<file path="src/rtl/frame_sched_pkg.sv">
// Purpose: Shared constants and types for the combined serial frame scheduler.
// Assumes: One core clock; baud clock sampled as a plain input.
// Notes:   Counts are in baud half-bit ticks unless named otherwise.
package frame_sched_pkg;
    localparam int          FRAME_BITS     = 16;
    localparam int          FIFO_DEPTH     = 8;
    localparam int          FIFO_AW        = 3;
    // One frame is two ticks per bit, then the post-transfer delay phase
    localparam logic [5:0]  FRAME_TICKS    = 6'h20;
    localparam logic [5:0]  DT_TICKS       = 6'h03;
    localparam logic [7:0]  STREAM_PERIOD  = 8'h40;
    localparam int          HALT_WAIT_BAUD = 35;

    typedef enum logic [1:0] {
        MODE_COMBINED    = 2'h0,
        MODE_STREAM_ONLY = 2'h1,
        MODE_SPI_ONLY    = 2'h2
    } mode_t;

    // Gray along idle -> shift -> delay, halted off idle; delay -> idle flips both bits
    typedef enum logic [1:0] {
        ST_IDLE   = 2'h0,
        ST_SHIFT  = 2'h1,
        ST_DELAY  = 2'h3,
        ST_HALTED = 2'h2
    } state_t;

    localparam logic [15:0] FRAME_RESET = 16'h0000;
endpackage : frame_sched_pkg

</file>
<file path="src/rtl/fifo_port_if.sv">
// Purpose: Carrier between the scheduler and its transmit FIFO memory.
// Assumes: Both ends on core_clk.
// Notes:   rd_valid lags a write by one cycle so rd_data is always current.
`timescale 1ns/10ps
`default_nettype none
interface fifo_port_if;
    logic        wr_en;
    logic [15:0] wr_data;
    logic        full;
    logic        rd_en;
    logic [15:0] rd_data;
    logic        rd_valid;

    modport owner (output wr_en, output wr_data, output rd_en,
                   input full, input rd_data, input rd_valid);
    modport store (input wr_en, input wr_data, input rd_en,
                   output full, output rd_data, output rd_valid);
endinterface : fifo_port_if
`default_nettype wire

</file>
<file path="src/rtl/push_fifo_mem.sv">
// Purpose: Transmit FIFO storage for host-pushed SPI frames.
// Assumes: Caller never pops while rd_valid is low.
// Notes:   Read data come from a register holding the current head.
`timescale 1ns/10ps
`default_nettype none
module push_fifo_mem (
    input  wire logic  core_clk,
    input  wire logic  reset,
    input  wire logic  ce,
    fifo_port_if.store fp
);
    typedef struct packed {
        logic [frame_sched_pkg::FIFO_DEPTH-1:0][15:0] mem;
        logic [frame_sched_pkg::FIFO_AW-1:0]          wr_ptr;
        logic [frame_sched_pkg::FIFO_AW-1:0]          rd_ptr;
        logic [frame_sched_pkg::FIFO_AW:0]            count;
        logic [15:0]                                  rd_data;
        logic                                         rd_valid;
    } fifo_t;

    fifo_t fifo_r;
    fifo_t fifo_nxt;
    logic  do_wr;
    logic  do_rd;

    assign fp.full     = (fifo_r.count == (frame_sched_pkg::FIFO_AW+1)'(frame_sched_pkg::FIFO_DEPTH));
    assign fp.rd_data  = fifo_r.rd_data;
    assign fp.rd_valid = fifo_r.rd_valid;

    always_comb begin
        fifo_nxt = fifo_r;
        do_wr    = fp.wr_en && !fp.full;
        do_rd    = fp.rd_en && fifo_r.rd_valid;
        if (do_wr) begin
            fifo_nxt.mem[fifo_r.wr_ptr] = fp.wr_data;
            fifo_nxt.wr_ptr             = fifo_r.wr_ptr + (frame_sched_pkg::FIFO_AW)'(1);
        end
        if (do_rd) begin
            fifo_nxt.rd_ptr = fifo_r.rd_ptr + (frame_sched_pkg::FIFO_AW)'(1);
        end
        fifo_nxt.count    = fifo_r.count + (frame_sched_pkg::FIFO_AW+1)'(do_wr)
                            - (frame_sched_pkg::FIFO_AW+1)'(do_rd);
        fifo_nxt.rd_data  = fifo_r.mem[fifo_r.rd_ptr];
        // Hold valid low one cycle after a pop so the new head settles
        fifo_nxt.rd_valid = (fifo_r.count != '0) && !do_rd;
    end

    always_ff @(posedge core_clk) begin
        if (reset) begin
            fifo_r <= '0;
        end else if (ce) begin
            fifo_r <= fifo_nxt;
        end
    end
endmodule : push_fifo_mem
`default_nettype wire

</file>
<file path="src/rtl/combined_serial_frame_scheduler.sv">
// Purpose: Schedules periodic stream frames and host SPI frames on one serial link.
// Assumes: Host control bits come from logic on core_clk; baud_clk is foreign.
// Notes:   Stream frames outrank FIFO frames; a halt waits for idle.
// Notes on behaviour
// - Combined mode interleaves stream and SPI frames.
// - Stop request halts before next transfer.
// - Running status drops only once truly halted.
// - Clearing stop request resumes, queued frames included.
// - Stream-only and SPI-only modes exist.
// - Done flag set; interrupt gated by enable.
`timescale 1ns/10ps
`default_nettype none
module combined_serial_frame_scheduler (
    input  wire logic        core_clk,
    input  wire logic        reset,
    input  wire logic        ce,
    input  wire logic [1:0]  mode,
    input  wire logic        halt_req,
    input  wire logic        push_valid,
    input  wire logic [15:0] push_data,
    output logic             push_ready,
    input  wire logic [15:0] stream_data,
    input  wire logic        done_clear,
    input  wire logic        done_req_enable,
    output logic             transfer_running,
    output logic             halted,
    output logic             transfer_done_flag,
    output logic             done_irq,
    input  wire logic        baud_clk,
    output logic             sclk,
    output logic             mosi,
    output logic             cs_n,
    output logic             frame_is_spi
);
    typedef struct packed {
        frame_sched_pkg::state_t st;
        logic [1:0]              baud_sync;
        logic                    baud_prev;
        logic [7:0]              period_cnt;
        logic                    stream_due;
        logic [5:0]              tick_cnt;
        logic [15:0]             shift;
        logic                    sclk;
        logic                    cs_n;
        logic                    is_spi;
        logic                    done_flag;
    } sched_t;

    localparam sched_t SCHED_RESET = '{
        st:         frame_sched_pkg::ST_IDLE,
        baud_sync:  2'h0,
        baud_prev:  1'b0,
        period_cnt: 8'h00,
        stream_due: 1'b0,
        tick_cnt:   6'h00,
        shift:      frame_sched_pkg::FRAME_RESET,
        sclk:       1'b0,
        cs_n:       1'b1,
        is_spi:     1'b0,
        done_flag:  1'b0
    };

    // Frame launch shared by the stream and FIFO paths
    function automatic sched_t start_frame(input sched_t      cur,
                                           input logic [15:0] word,
                                           input logic        spi);
        sched_t nxt;
        nxt          = cur;
        nxt.st       = frame_sched_pkg::ST_SHIFT;
        nxt.shift    = word;
        nxt.is_spi   = spi;
        nxt.cs_n     = 1'b0;
        nxt.tick_cnt = 6'h00;
        return nxt;
    endfunction : start_frame

    // Phase counters compare against length less one
    function automatic logic last_tick(input logic [5:0] cnt,
                                       input logic [5:0] len);
        return cnt == len - 6'h01;
    endfunction : last_tick

    function automatic logic [5:0] next_tick(input logic [5:0] cnt);
        return cnt + 6'h01;
    endfunction : next_tick

    sched_t      s_r;
    sched_t      s_nxt;
    logic        baud_tick;
    logic        stream_on;
    logic        spi_on;
    logic        frame_end;

    fifo_port_if fp ();

    push_fifo_mem u_fifo (
        .core_clk (core_clk),
        .reset    (reset),
        .ce       (ce),
        .fp       (fp)
    );

    assign fp.wr_en   = push_valid;
    assign fp.wr_data = push_data;
    // Only a full FIFO refuses; a halt does not
    assign push_ready = !fp.full;

    assign transfer_running   = (s_r.st != frame_sched_pkg::ST_HALTED);
    assign halted             = (s_r.st == frame_sched_pkg::ST_HALTED);
    assign transfer_done_flag = s_r.done_flag;
    assign done_irq           = s_r.done_flag && done_req_enable;
    assign sclk               = s_r.sclk;
    assign mosi               = s_r.shift[frame_sched_pkg::FRAME_BITS-1];
    assign cs_n               = s_r.cs_n;
    assign frame_is_spi       = s_r.is_spi;

    // Only the second sync stage feeds the edge detector
    assign baud_tick = s_r.baud_sync[1] && !s_r.baud_prev;
    assign stream_on = (mode != frame_sched_pkg::MODE_SPI_ONLY);
    assign spi_on    = (mode != frame_sched_pkg::MODE_STREAM_ONLY);
    assign frame_end = baud_tick && (s_r.st == frame_sched_pkg::ST_DELAY)
                       && last_tick(s_r.tick_cnt, frame_sched_pkg::DT_TICKS);

    always_comb begin
        s_nxt           = s_r;
        fp.rd_en        = 1'b0;
        s_nxt.baud_sync = {s_r.baud_sync[0], baud_clk};
        s_nxt.baud_prev = s_r.baud_sync[1];

        // Stream period keeps running while halted so cadence is not skewed
        if (!stream_on) begin
            s_nxt.period_cnt = 8'h00;
            s_nxt.stream_due = 1'b0;
        end else if (baud_tick) begin
            if (s_r.period_cnt == frame_sched_pkg::STREAM_PERIOD - 8'h01) begin
                s_nxt.period_cnt = 8'h00;
                s_nxt.stream_due = 1'b1;
            end else begin
                s_nxt.period_cnt = s_r.period_cnt + 8'h01;
            end
        end

        case (s_r.st)
            frame_sched_pkg::ST_IDLE: begin
                if (halt_req) begin
                    s_nxt.st = frame_sched_pkg::ST_HALTED;
                end else if (s_r.stream_due && stream_on) begin
                    s_nxt            = start_frame(s_nxt, stream_data, 1'b0);
                    s_nxt.stream_due = 1'b0;
                end else if (spi_on && fp.rd_valid) begin
                    fp.rd_en = 1'b1;
                    s_nxt    = start_frame(s_nxt, fp.rd_data, 1'b1);
                end
            end
            frame_sched_pkg::ST_SHIFT: begin
                if (baud_tick) begin
                    s_nxt.sclk     = !s_r.sclk;
                    s_nxt.tick_cnt = next_tick(s_r.tick_cnt);
                    // Data moves on the falling edge, sampled on the rising
                    if (s_r.sclk) begin
                        s_nxt.shift = {s_r.shift[14:0], 1'b0};
                    end
                    // Last tick closes the select and parks sclk low
                    if (last_tick(s_r.tick_cnt, frame_sched_pkg::FRAME_TICKS)) begin
                        s_nxt.st       = frame_sched_pkg::ST_DELAY;
                        s_nxt.tick_cnt = 6'h00;
                        s_nxt.cs_n     = 1'b1;
                        s_nxt.sclk     = 1'b0;
                    end
                end
            end
            frame_sched_pkg::ST_DELAY: begin
                if (baud_tick) begin
                    s_nxt.tick_cnt = next_tick(s_r.tick_cnt);
                end
                if (frame_end) begin
                    s_nxt.st = frame_sched_pkg::ST_IDLE;
                end
            end
            frame_sched_pkg::ST_HALTED: begin
                if (!halt_req) begin
                    s_nxt.st = frame_sched_pkg::ST_IDLE;
                end
            end
            default: begin
                s_nxt.st = frame_sched_pkg::ST_IDLE;
            end
        endcase

        if (done_clear) begin
            s_nxt.done_flag = 1'b0;
        end
        if (frame_end) begin
            s_nxt.done_flag = 1'b1;
        end
    end

    always_ff @(posedge core_clk) begin
        if (reset) begin
            s_r <= SCHED_RESET;
        end else if (ce) begin
            s_r <= s_nxt;
        end
    end
endmodule : combined_serial_frame_scheduler
`default_nettype wire

</file>
<file path="config.mk">
export PLATFORM = sky130hd
export DESIGN_NAME = combined_serial_frame_scheduler
export DESIGN_NICKNAME = d
export VERILOG_FILES = /design/src/rtl/frame_sched_pkg.sv /design/src/rtl/fifo_port_if.sv /design/src/rtl/push_fifo_mem.sv /design/src/rtl/combined_serial_frame_scheduler.sv
export SDC_FILE = /design/constraint.sdc
export NUM_CORES = 1
export LEC_CHECK = 0
export BUFFER_PORTS_ARGS = -buffer_cell sky130_fd_sc_hd__buf_2
export CAP_MARGIN = 30
export CORE_MARGIN = 2
export CORE_UTILIZATION = 61
export DETAILED_ROUTE_END_ITERATION = 8
export PLACE_DENSITY = 0.87
export SYNTH_ARGS = -nofsm -noshare
export SYNTH_HDL_FRONTEND = slang
export SYNTH_SLANG_ARGS = --single-unit
</file>
<file path="constraint.sdc">
create_clock -name core_clk -period 3.5 [get_ports core_clk]
set_clock_uncertainty 0.1 [all_clocks]
set_input_delay 0.7 -clock core_clk [delete_from_list [all_inputs] [get_ports core_clk]]
set_output_delay 0.7 -clock core_clk [all_outputs]
set_load 0.05 [all_outputs]
</file>
==> summary.txt <==
Run status
  • Status: finished, final reports clean

Detailed routing
  • Total Wirelength: 19200 µm
  • Post-DRT Antenna Nets: 0
  • Drt drc: 0
  • Detailed-route vias per instance: 5.93
  • DR iter-0 viols: 474
  • Drt pass-1 iters: 5
  • Wire per inst: 17.8 µm
  • Vias: 6421

CTS
  • Post-CTS Hold Buffers: 0
  • CTS tree: yes
  • Clock H-tree levels: 4
  • Inserted Clock Buffers: 17
  • CTS root buffer: clkbuf_16
  • CTS Sinks: 195
  • Setup bufs post-CTS: 0
  • CTS clock-pin slew for the worst setup and hold paths: 0.08 ns
  • CTS resizes: 0
  • Worst-Skew Late Latency: 0.45 ns
  • Clock Path Buffers: 2

Place
  • Setup Slack @ Placement: 0.809 ns
  • Dpl hpwl: 11800 µm
  • GP Congestion: 0.811
  • I/O Buffers: 50
  • Post-DP Area: 9150 µm²

Global routing
  • GRT overflow: 0
  • Pin count of the biggest net entering global routing: 83
  • Vias in the first global route: 6286
  • Global-route wire length before repair: 31100 µm
  • Initial antenna violation count: 0
  • Total Routing Usage GR: 0.265

Synth
  • Seq/Total Area, Yosys: 0.443
  • FFs w/ async S/R, synth: 0
  • Post-synthesis mux area share: 0.276
  • Syn Inst Count: 876
  • Largest family of logic cells by synthesized area: multiplexers
  • Compound-Gate Fraction of Synth Area: 0.0747
  • Mapped cell area: 8810 µm²
  • Syn Area/Cell: 10.1 µm²
  • Post-synthesis simple-gate area fraction: 0.135
  • Distinct cells, synth: 53
  • Area share of fa/ha/maj cells after synthesis: 0.0179
  • Yosys reg bits: 195
  • Ys flop type: dfxtp_1
  • Synth Area in XOR/XNOR: 0.00696
  • Post-synth EDFFs: 0
  • Syn_nets: 930
  • Synth warn: 0

Floorplan
  • Starting Density: 0.630
  • Row cnt: 43
  • Die H: 124 µm
  • Top-Level Pins: 51
  • Die area: 15400 µm²
  • Die Wd: 124 µm
  • Placeable Area: 14000 µm²

STA
  • Final slew viol count: 0
  • Max frequency: 389 MHz
  • RSZ-0062 raised after global routing: no
  • Fin crit share: 0.735
  • Slew margin rel.: 0.388
  • Endpoints failing setup: 0
  • Final worst slack: 0.927 ns
  • Min Tclk post-route: 2.57 ns
  • TNS Setup: 0 ns
  • Final hold viol count: 0
  • Least-Margin Pin Slew: 0.916 ns

Cells and area
  • P&R area growth vs syn: 11.2%
  • Util after Layout: 0.700
  • N_diodes: 0
  • Layout cells sized above 1: 0.182
  • Fin nets: 943
  • Design area: 9790 µm²

Power
  • Pwr Total: 4.84 mW
  • Maximum VDD drop: 0.000561 V
  • Pwr Density: 494 nW/µm²
  • LEAKAGE: 3.86 nW

Worst setup path
  • Worst-path maximum fanout: 10
  • Reg2reg path depth: 8
  • Required time of the worst setup path: 3.73 ns
  • CP Capture Type: register
  • Reg2Reg Capture Point: u_fifo.fifo_r[55]
  • WP data arrival: 2.80 ns
  • R2R setup slack: 0.93 ns
  • Setup Crit Path Kind: reg -> reg
  • Reg-to-reg startpoint: u_fifo.fifo_r[19]
  • CP Launch Type: register

Run
  • Number of max-cap violations: 0

Hold path
  • WHS Path Cells: 2
  • Tightest Hold Check Type: reg -> reg
  • WHS Endpoint: transfer_done_flag
  • Hold Startpoint: transfer_done_flag
[how the worst max path moves through the flow]
stage                                  from                end  depth (start not counted)  slack (ns)
after global routing      u_fifo.fifo_r[19]  u_fifo.fifo_r[55]                          8        0.78
final                     u_fifo.fifo_r[19]  u_fifo.fifo_r[55]                          8        0.93
after CTS                 u_fifo.fifo_r[19]         push_ready                          4        0.92
after global placement              mode[1]  u_fifo.fifo_r[19]                         10        0.83
after floorplan                     mode[1]  u_fifo.fifo_r[19]                         10        0.56
after detailed placement            mode[1]  u_fifo.fifo_r[19]                         10        0.81
[metrics by stage]
| stage | hold WS, ns | cells |
|---|---|---|
| 2_1_floorplan | 0.351 | 876 |
| 3_3_place_gp | 0.351 | 1050 |
| 3_5_place_dp | 0.365 | 1050 |
| 4_1_cts | 0.375 | 1082 |
| 5_1_grt | 0.405 | 1082 |
| 6_report | 0.373 | 1082 |
[placed cells by master, fill, tap and decap left out, types with 3 or more instances in the layout]
cell type  count
a211oi_1      38
a21oi_1       14
a22oi_1       16
a31oi_1        6
and3_1         4
buf_2         49
buf_4         23
bufinv_16      4
clkbuf_16     17
dfxtp_1      193
ha_1          11
inv_1         14
inv_6          5
inv_8          3
mux2_2        16
mux2i_1      153
mux4_2        32
nand2_1       22
nand2b_1       6
nand3_1       13
nand3b_1       3
nor2_1       195
nor3_1         4
o21ai_0        6
xnor2_1        5
[routing by layer]
metal	part of all wire	wire length, µm	GRT usage	vias up
met5	0	0	0	-
met2	0.50	9540	0.450	150
met4	0.019	365	0.0969	0
met1	0.44	8370	0.321	3110
li1	-	-	-	3118
met3	0.049	945	0.0733	43
[registers in the layout, indices dropped and copies added, names as in the netlist]
signal	flops
u_fifo.fp.rd_valid	1
mosi	1
u_fifo.fifo_r	138
u_fifo.fp.rd_data	16
s_r	35
frame_is_spi	1
cs_n	1
transfer_done_flag	1
sclk	1
[synth_stat cells, types with 3 or more instances]
master / count / area share
mux2i_1: 153 / 0.17
nor3_1: 5 / 0.0028
and3_1: 4 / 0.0028
nand2_1: 22 / 0.0094
mux4_2: 32 / 0.082
a31oi_1: 6 / 0.0043
nor2_1: 196 / 0.084
a21oi_1: 14 / 0.0080
nor3b_1: 3 / 0.0026
xnor2_1: 5 / 0.0050
dfxtp_1: 195 / 0.44
nand2b_1: 6 / 0.0043
nand3_1: 13 / 0.0074
o21ai_0: 6 / 0.0034
inv_1: 14 / 0.0060
buf_4: 7 / 0.0060
clkbuf_1: 48 / 0.020
buf_2: 18 / 0.010
mux2_2: 16 / 0.020
nand3b_1: 3 / 0.0026
ha_1: 11 / 0.016
a211oi_1: 38 / 0.032
a22oi_1: 16 / 0.014
buf_1: 5 / 0.0021
[report_power, final]
part / switching, mW / internal, mW / leakage, nW
clock network: 0.899 / 1.24 / 0.318
registers: 0.0411 / 2.27 / 1.58
logic: 0.232 / 0.157 / 1.96
total: 1.17 / 3.67 / 3.86
[area by class of cell]
type                    instances  area (µm²)
clock buffers                  18         439
clock inverters                14         210
fillers                       996        4190
inverters                      14        52.6
multi-input cells             588        4520
flip-flops and latches        195        3910
well taps                     180         225
repair buffers                 73         438
[cell families (layout without fill, tap and decap cells)]
kind of cell,Yosys count,after routing
AND/OR/NAND/NOR,274,274
multiplexers,201,201
flip-flops,195,195
AO/OA/AOI/OAI,94,94
buffers and inverters,93,119
adder cells (fa/ha/maj),12,12
XOR/XNOR,7,7
[worst max-delay path, stage by stage (launching register included)]
cell and delay, ns:
dfxtp_1 0.31, inv_1 0.10, ha_1 0.15, or3b_2 0.51
and4_1 0.28, nand2_1 0.34, buf_4 0.34, mux2i_1 0.24
nor2_1 0.07
Power figures use the tool's default switching activity.
